File: src/smc_pkg.sv
package smc_pkg;

    // register offsets on the documented register port
    localparam logic [7:0] MODE_SEL_ADDR  = 8'h03;
    localparam logic [7:0] DIV_CFG_A_ADDR = 8'h06;
    localparam logic [7:0] DIV_CFG_B_ADDR = 8'h07;

    // mode select register layout
    localparam int MODE_LSB     = 0;
    localparam int MODE_MSB     = 2;
    localparam int OVERRIDE_BIT = 4;

    // divider config a layout: [7:5] high speed divider select, [4:0] M
    localparam int HS_SEL_LSB = 5;
    localparam int HS_SEL_MSB = 7;
    localparam int M_LSB      = 0;
    localparam int M_MSB      = 4;

    // reset values (high speed divider select 2 gives divide by 4)
    localparam logic [7:0] DIV_CFG_A_RESET = 8'h41;
    localparam logic [7:0] DIV_CFG_B_RESET = 8'h01;
    localparam logic [2:0] HS_SEL_MAX      = 3'h4;

    // operating mode codes
    localparam logic [2:0] MODE_SYNC     = 3'h0;
    localparam logic [2:0] MODE_EXT_CLK  = 3'h2;
    localparam logic [2:0] MODE_INT_OSC  = 3'h3;
    localparam logic [2:0] MODE_PAR_COMP = 3'h5;

    // control bus device addresses
    localparam logic [6:0] BUS_ADDR_LOW  = 7'h18;
    localparam logic [6:0] BUS_ADDR_HIGH = 7'h19;

    // address strap levels
    localparam logic [2:0] ADDR_LVL_1 = 3'h1;
    localparam logic [2:0] ADDR_LVL_2 = 3'h2;
    localparam logic [2:0] ADDR_LVL_3 = 3'h3;
    localparam logic [2:0] ADDR_LVL_4 = 3'h4;

    // configuration phase states
    typedef enum logic [1:0] {
        ST_STRAP = 2'b01,
        ST_RUN   = 2'b10
    } smc_state_type;

endpackage

File: src/smc_clk_if.sv
`timescale 1ns/1ps
interface smc_clk_if;
    logic       enable;
    logic       fc_tick;
    logic [2:0] hs_sel;
    logic [4:0] m_val;
    logic [7:0] n_val;
    logic       clk_level;

    modport ctrl (output enable, output fc_tick, output hs_sel, output m_val, output n_val,
                  input clk_level);
    modport gen  (input enable, input fc_tick, input hs_sel, input m_val, input n_val,
                  output clk_level);
endinterface

File: src/smc_frac_div.sv
`timescale 1ns/1ps
module smc_frac_div (
    // clock and reset
    input  wire logic clk_i,
    input  wire logic rst_i,
    // divider controls and clock level
    smc_clk_if.gen    cif
);

    logic [15:0] hs_cnt;
    logic [15:0] next_hs_cnt;
    logic [8:0]  acc;
    logic [8:0]  next_acc;
    logic        level;
    logic        next_level;
    logic        hs_tick;

    // divide ratio of the high speed stage is 1 << select, capped at 16
    function automatic logic [15:0] hs_ratio(input logic [2:0] sel);
        logic [2:0] s;
        s = (sel > smc_pkg::HS_SEL_MAX) ? smc_pkg::HS_SEL_MAX : sel;
        return 16'h0001 << s;
    endfunction

    // high speed stage, then M/N phase accumulator toggling the clock
    // a toggle per overflow gives one period per two overflows, so step is 2*M;
    // when 2*M exceeds N only one toggle per step happens, so M/N above 1/2 saturates
    always_comb begin
        logic [8:0] sum;
        logic [8:0] n_eff;
        sum         = 9'h000;
        n_eff       = (cif.n_val == 8'h00) ? 9'h001 : {1'b0, cif.n_val};
        next_hs_cnt = hs_cnt;
        next_acc    = acc;
        next_level  = level;
        hs_tick     = 1'b0;
        if (!cif.enable) begin
            next_hs_cnt = 16'h0000;
            next_acc    = 9'h000;
            next_level  = 1'b0;
        end else if (cif.fc_tick) begin
            if (hs_cnt + 16'h0001 >= hs_ratio(cif.hs_sel)) begin
                next_hs_cnt = 16'h0000;
                hs_tick     = 1'b1;
            end else begin
                next_hs_cnt = hs_cnt + 16'h0001;
            end
        end
        if (cif.enable && hs_tick) begin
            sum = acc + {3'b000, cif.m_val, 1'b0};
            if (sum >= n_eff) begin
                next_acc   = sum - n_eff;
                next_level = ~level;
            end else begin
                next_acc = sum;
            end
        end
    end

    // register divider state
    always_ff @(posedge clk_i) begin
        if (rst_i) begin
            hs_cnt <= 16'h0000;
            acc    <= 9'h000;
            level  <= 1'b0;
        end else begin
            hs_cnt <= next_hs_cnt;
            acc    <= next_acc;
            level  <= next_level;
        end
    end

    assign cif.clk_level = level;
endmodule

File: src/smc_strap_clk_ctrl.sv
`timescale 1ns/1ps
module smc_strap_clk_ctrl (
    // clock and reset
    input  wire logic       clk_i,
    input  wire logic       rst_i,
    // pins and strap comparators
    input  wire logic       powerdown_release_input_i,
    input  wire logic [2:0] mode_strap_i,
    input  wire logic [2:0] address_strap_input_i,
    output logic            shared_strap_clock_pin_o,
    output logic            shared_strap_clock_pin_oe_o,
    // forward channel rate enable, same clock domain
    input  wire logic       forward_channel_rate_tick_i,
    // register port
    input  wire logic       reg_wr_i,
    input  wire logic       reg_rd_i,
    input  wire logic [7:0] reg_addr_i,
    input  wire logic [7:0] reg_wdata_i,
    output logic [7:0]      reg_rdata_o,
    // configuration results
    output logic [6:0]      device_address_o,
    output logic            bus_io_3v3_o,
    output logic [2:0]      mode_o,
    output logic            ref_from_back_channel_o,
    output logic            ref_from_external_input_o,
    output logic            ref_from_always_on_oscillator_o,
    output logic            parallel_video_compat_mode_o,
    // data format request check
    input  wire logic       raw12_low_frequency_format_req_i,
    output logic            raw12_low_frequency_format_reject_o
);

    smc_clk_if cif ();

    smc_pkg::smc_state_type state;
    smc_pkg::smc_state_type next_state;

    logic [2:0] pdb_sync;
    logic [2:0] mode_s1;
    logic [2:0] mode_s2;
    logic [2:0] addr_s1;
    logic [2:0] addr_s2;
    logic       pdb_rise;
    logic [2:0] mode;
    logic [2:0] next_mode;
    logic       override;
    logic       next_override;
    logic [2:0] addr_level;
    logic [2:0] next_addr_level;
    logic [7:0] cfg_a;
    logic [7:0] next_cfg_a;
    logic [7:0] cfg_b;
    logic [7:0] next_cfg_b;
    logic [7:0] rdata;
    logic [7:0] next_rdata;
    logic       clk_out_allowed;

    // two flops on every pin; pdb_sync[2] is only an edge history bit
    always_ff @(posedge clk_i) begin
        if (rst_i) begin
            pdb_sync <= 3'h0;
            mode_s1  <= 3'h0;
            mode_s2  <= 3'h0;
            addr_s1  <= 3'h0;
            addr_s2  <= 3'h0;
        end else begin
            pdb_sync <= {pdb_sync[1:0], powerdown_release_input_i};
            mode_s1  <= mode_strap_i;
            mode_s2  <= mode_s1;
            addr_s1  <= address_strap_input_i;
            addr_s2  <= addr_s1;
        end
    end

    assign pdb_rise = pdb_sync[1] & ~pdb_sync[2];

    // address strap level to bus address
    function automatic logic [6:0] addr_of_level(input logic [2:0] lvl);
        return (lvl == smc_pkg::ADDR_LVL_2 || lvl == smc_pkg::ADDR_LVL_4) ?
               smc_pkg::BUS_ADDR_HIGH : smc_pkg::BUS_ADDR_LOW;
    endfunction

    // register write decode, used by several registers
    function automatic logic wr_hit(input logic wr, input logic [7:0] a, input logic [7:0] t);
        return wr && (a == t);
    endfunction

    // configuration phase, strap latching and register writes
    // strap latch wins over a same-cycle register write: power-up owns the mode
    always_comb begin
        next_state      = state;
        next_mode       = mode;
        next_override   = override;
        next_addr_level = addr_level;
        next_cfg_a      = cfg_a;
        next_cfg_b      = cfg_b;
        unique case (state)
            smc_pkg::ST_STRAP: begin
                if (pdb_rise) begin
                    next_mode       = mode_s2;
                    next_addr_level = addr_s2;
                    next_override   = 1'b0;
                    next_state      = smc_pkg::ST_RUN;
                end
            end
            smc_pkg::ST_RUN: begin
                if (!pdb_sync[1]) begin
                    next_state = smc_pkg::ST_STRAP;
                end
            end
        endcase
        if (state == smc_pkg::ST_RUN && pdb_sync[1]) begin
            if (wr_hit(reg_wr_i, reg_addr_i, smc_pkg::MODE_SEL_ADDR)) begin
                next_override = reg_wdata_i[smc_pkg::OVERRIDE_BIT];
                if (reg_wdata_i[smc_pkg::OVERRIDE_BIT]) begin
                    next_mode = reg_wdata_i[smc_pkg::MODE_MSB:smc_pkg::MODE_LSB];
                end
            end
        end
        if (wr_hit(reg_wr_i, reg_addr_i, smc_pkg::DIV_CFG_A_ADDR)) begin
            next_cfg_a = reg_wdata_i;
        end
        if (wr_hit(reg_wr_i, reg_addr_i, smc_pkg::DIV_CFG_B_ADDR)) begin
            next_cfg_b = reg_wdata_i;
        end
    end

    // register configuration state
    always_ff @(posedge clk_i) begin
        if (rst_i) begin
            state      <= smc_pkg::ST_STRAP;
            mode       <= smc_pkg::MODE_SYNC;
            override   <= 1'b0;
            addr_level <= smc_pkg::ADDR_LVL_1;
            cfg_a      <= smc_pkg::DIV_CFG_A_RESET;
            cfg_b      <= smc_pkg::DIV_CFG_B_RESET;
        end else begin
            state      <= next_state;
            mode       <= next_mode;
            override   <= next_override;
            addr_level <= next_addr_level;
            cfg_a      <= next_cfg_a;
            cfg_b      <= next_cfg_b;
        end
    end

    // read data, one cycle after the read strobe; unmapped reads return zero
    always_comb begin
        next_rdata = 8'h00;
        if (reg_rd_i) begin
            unique case (reg_addr_i)
                smc_pkg::MODE_SEL_ADDR:  next_rdata = {3'h0, override, 1'b0, mode};
                smc_pkg::DIV_CFG_A_ADDR: next_rdata = cfg_a;
                smc_pkg::DIV_CFG_B_ADDR: next_rdata = cfg_b;
                default:                 next_rdata = 8'h00;
            endcase
        end
    end

    always_ff @(posedge clk_i) begin
        if (rst_i) begin
            rdata <= 8'h00;
        end else begin
            rdata <= next_rdata;
        end
    end

    assign reg_rdata_o = rdata;

    // reference source decode from the current mode
    assign ref_from_back_channel_o         = (mode == smc_pkg::MODE_SYNC);
    assign ref_from_external_input_o       = (mode == smc_pkg::MODE_EXT_CLK) ||
                                             (mode == smc_pkg::MODE_PAR_COMP);
    assign ref_from_always_on_oscillator_o = (mode == smc_pkg::MODE_INT_OSC);
    assign parallel_video_compat_mode_o    = (mode == smc_pkg::MODE_PAR_COMP);
    assign mode_o                          = mode;

    // raw12 low frequency data cannot be carried in compatibility mode
    assign raw12_low_frequency_format_reject_o = parallel_video_compat_mode_o &&
                                                 raw12_low_frequency_format_req_i;

    // bus address and signalling level from the latched address strap
    assign device_address_o = addr_of_level(addr_level);
    assign bus_io_3v3_o     = (addr_level == smc_pkg::ADDR_LVL_3) ||
                              (addr_level == smc_pkg::ADDR_LVL_4);

    // clock only on a valid mode that has a link reference for the sensor
    // undefined mode codes keep the pin quiet rather than guess a source
    assign clk_out_allowed = (state == smc_pkg::ST_RUN) &&
                             (ref_from_back_channel_o || ref_from_external_input_o);

    assign cif.enable  = clk_out_allowed;
    assign cif.fc_tick = forward_channel_rate_tick_i;
    assign cif.hs_sel  = cfg_a[smc_pkg::HS_SEL_MSB:smc_pkg::HS_SEL_LSB];
    assign cif.m_val   = cfg_a[smc_pkg::M_MSB:smc_pkg::M_LSB];
    assign cif.n_val   = cfg_b;

    smc_frac_div u_div (
        .clk_i (clk_i),
        .rst_i (rst_i),
        .cif   (cif)
    );

    // pin is released during strap sampling so the strap sets its level
    assign shared_strap_clock_pin_oe_o = clk_out_allowed;
    assign shared_strap_clock_pin_o    = clk_out_allowed & cif.clk_level;
endmodule

File: config.mk
export PLATFORM = sky130hd
export DESIGN_NAME = smc_strap_clk_ctrl
export DESIGN_NICKNAME = d
export VERILOG_FILES = /design/src/smc_pkg.sv /design/src/smc_clk_if.sv /design/src/smc_frac_div.sv /design/src/smc_strap_clk_ctrl.sv
export SDC_FILE = /design/constraint.sdc
export NUM_CORES = 1
export LEC_CHECK = 0
export BUFFER_PORTS_ARGS = -buffer_cell sky130_fd_sc_hd__buf_2
export CORE_ASPECT_RATIO = 1.2
export CORE_MARGIN = 5
export CORE_UTILIZATION = 45
export DETAILED_ROUTE_END_ITERATION = 7
export GPL_ROUTABILITY_DRIVEN = 1
export HOLD_SLACK_MARGIN = 0.06
export PLACE_DENSITY_LB_ADDON = 0.08
export REMOVE_ABC_BUFFERS = 1
export SYNTH_ARGS = -nofsm -noshare
export SYNTH_HDL_FRONTEND = slang
export SYNTH_SLANG_ARGS = --single-unit
File: constraint.sdc
create_clock -name clk_i -period 8.6 [get_ports clk_i]
set_input_delay 0.86 -clock clk_i [delete_from_list [all_inputs] [get_ports clk_i]]
set_output_delay 0.86 -clock clk_i [all_outputs]
set_load 0.005 [all_outputs]
==> impl_results.md <==
* Die H at 113 um
* Largest net degree at the start of global routing at 38
* Status: completed
* Post-synth EDFFs at 0
* ANT cells at 0
* CP max stage cell: dfxtp_1
* Remaining global-route overflow at 0
* Fmax at 0.280 GHz
* Global-route wire length before repair at 16,000 um
* H-tree level count at 3
* Hold Crit Start: pdb_sync[0]
* DR WL met2 at 4450 um
* Async SR Flop Fraction at 0
* CP Buf/Inv Count at 0
* Max cap viols at 0
* Number of DRC markers in iteration 0 at 171
* Fin Setup TNS at 0 ps
* Chip width at 96.0 um
* Gr usage total at 0.186
* Rel. slew slack at 0.469
* DRT Pass-1 Iters at 4
* Reg2Reg Depth at 13
* Worst min-delay path class: flip-flop to flip-flop
* Sequential fraction of the synthesis area at 0.371
* Postcts setup bufs at 0
* Fillers at 851
* #FFs+latches synth at 74
* Slew Limit Fails at 0
* Critical path cell sequence: ha_1 > a211oi_1 > o21bai_1 > a21oi_1 > xnor2_1 > ha_1 > o21a_1 > o21ai_0 > a311o_1 > nand3_1 > nand2_1 > or4_1 > nand2_1
* CTS sink cnt at 74
* Root Driver: clkbuf_8
* Vias in the first global route at 3,403
* Wl on met1 at 4170 um
* TritonCTS Buffers at 9
* Worst-path clk slew at 90 ps
* Fin crit share at 0.415
* CTS Hold Bufs at 0
* Mapped Avg Cell Area at 8.86 um2
* Initial core utilization at 0.464
* Routed vias/inst at 5.36
* Setup crit start kind: flip-flop
* Peak supply drop at 0.0000942 V
* Row cnt at 37
* Share of cells above drive strength 1 at 0.155
* Clock latency on the worst-skew pair at 350 ps
* Drt wl/cell at 15.0 um
* Metal3 WL at 493 um
* Unrepaired setup endpoints after global routing: no
* Final wirelength at 9300 um
* Area share of the largest cell type after synthesis at 0.371
* Core area at 8610 um2
* Final hold violations at 0
* CP startpoint: cfg_a[1]
* Post-route antenna net violation count at 0
* Placed Cells incl. Taps at 603
* Crit path capture type: flip-flop
* Final Setup Violations at 0
* RePlAce Congestion at 0.846
* I/O Buffers at 48
* Max Root-Sink Buffers at 2
* YS warnings at 0
* Max layer used: met4
* Synth cell types at 61
* Initial antenna violation count at 0
* Pwr dens at 142 nW/um2
* CP max stage delay at 420 ps
* Pleak at 1.92 nW
* Die ar. at 10,900 um2
* Ys flop type: dfxtp_1
* Mapped Cells at 451
* Post-DP HPWL at 7010 um
* Post-synth top area cell: dfxtp_1
* DRC Markers at 0
* Critical path arrival at 3860 ps
* Via count at 3,317
* Post-Synthesis Cell Area at 4000 um2
* Hold depth at 1
* Tightest Pin Transition at 793 ps
* Min cycle time layout at 3570 ps
* Filler-free cell count of the finished design at 619
* Area Growth Syn to Fin at 12.2%
* CP max FO at 10
* CP delay by family, top: compound AO/OA/AOI/OAI gates
* WS Path Type: flip-flop to flip-flop
* Synth top area cells: dfxtp_1, mux2i_1, ha_1, nor2_1, xnor2_1
* Worst path depth at 13
* Boundary Pins at 55
* Worst Skew at 13.7 ps
* Post_cts resized at 0
* Reg2reg start: cfg_a[1]
* Required time of the worst setup path at 8890 ps
* CTS tree: yes
* Final net count at 550
state kept, by name (all words and copies together) (netlist names), 8 cells and up:
signal / count
cfg_a: 8
cfg_b: 8
reg_rdata_o: 8
u_div.hs_cnt: 16
u_div.acc: 9
placed cells by master, fill, tap and decap left out, types with 3 or more instances in the layout:
cell	netlist	routed
nor2b_1	17	17
and3_1	9	9
nand4_1	3	3
and2_1	3	3
xnor2_1	14	14
conb_1	2	9
and4_1	3	3
o211ai_1	3	3
xor2_1	4	4
o31ai_1	3	3
a21o_1	4	4
nor2_1	47	47
mux2_2	3	3
clkbuf_8	0	9
inv_6	0	3
buf_2	0	48
a22oi_1	4	4
nor3_1	10	10
inv_1	21	21
o21a_1	3	3
a21oi_1	24	24
nand3_1	14	14
nor4_1	9	9
o21ai_0	13	13
a211oi_1	11	11
nand2b_1	7	7
mux2i_1	33	33
ha_1	22	22
a31oi_1	3	3
dfxtp_1	74	74
or4_1	3	3
nand2_1	27	27
cell usage after synthesis (3+ instances only):
| cell | instances |
|---|---|
| inv_1 | 21 |
| o31ai_1 | 3 |
| nor3_1 | 10 |
| a22oi_1 | 4 |
| dfxtp_1 | 74 |
| nor2_1 | 47 |
| nand2_1 | 27 |
| a31oi_1 | 3 |
| mux2_2 | 3 |
| buf_4 | 6 |
| nor2b_1 | 17 |
| o21a_1 | 3 |
| mux2i_1 | 33 |
| and3_1 | 9 |
| clkbuf_1 | 12 |
| a211oi_1 | 11 |
| xnor2_1 | 14 |
| nor4_1 | 9 |
| a21o_1 | 4 |
| or4_1 | 3 |
| nand4_1 | 3 |
| ha_1 | 22 |
| and4_1 | 3 |
| xor2_1 | 4 |
| nand2b_1 | 7 |
| o211ai_1 | 3 |
| nand3_1 | 14 |
| a21oi_1 | 24 |
| o21ai_0 | 13 |
| and2_1 | 3 |
metrics by stage:
stage	hold WS (ps)	power, W	setup WS [ps]	instance area [um2]	util
finish	442	0.000639	5030	4480	0.521
global route	470	0.000670	4640	4480	0.521
CTS	445	0.000648	5030	4480	0.521
detailed placement	422	0.000390	5080	4300	0.500
global placement	417	0.000390	5150	4300	0.500
floorplan	414	0.000372	5440	3910	-
cell type report:
cell class              count  area, um2  share of cell area
clock buffers               9        124              0.0276
clock inverters             7       58.8              0.0131
inverters                  21       78.8              0.0176
multi-input cells         342       2350               0.523
flip-flops and latches     74       1480               0.330
well taps                 117        146              0.0326
repair buffers             49        248              0.0552
layer usage:
layer	GRT usage	up-vias
met4	0.0579	0
met2	0.314	86
met5	0	-
met1	0.229	1515
li1	-	1702
met3	0.0459	14
power by group:
part	leakage (nW)	internal, W	total (W)	switching [W]
sequential	0.600	0.000347	0.000350	0.00000216
clock	0.0925	0.000110	0.000257	0.000147
combinational	1.23	0.0000127	0.0000321	0.0000193
worst paths after layout:
| kind | end | slack [ps] |
|---|---|---|
| hold / removal | pdb_sync[1] | 440 |
| setup reg to reg | u_div.cif.clk_level | 5030 |
| setup / recovery | u_div.cif.clk_level | 5030 |
| hold reg to reg | pdb_sync[1] | 440 |
cells by family after synthesis:
logic type	Yosys count	share of synthesized area
mux	36	0.0911
compound gates	84	0.139
fa+ha+maj	24	0.0789
simple gates	171	0.231
other cells	2	0.00188
buf+inv	42	0.0488
flops	74	0.371
xor+xnor	18	0.0394
No activity file was read; power rests on OpenSTA's default activity.
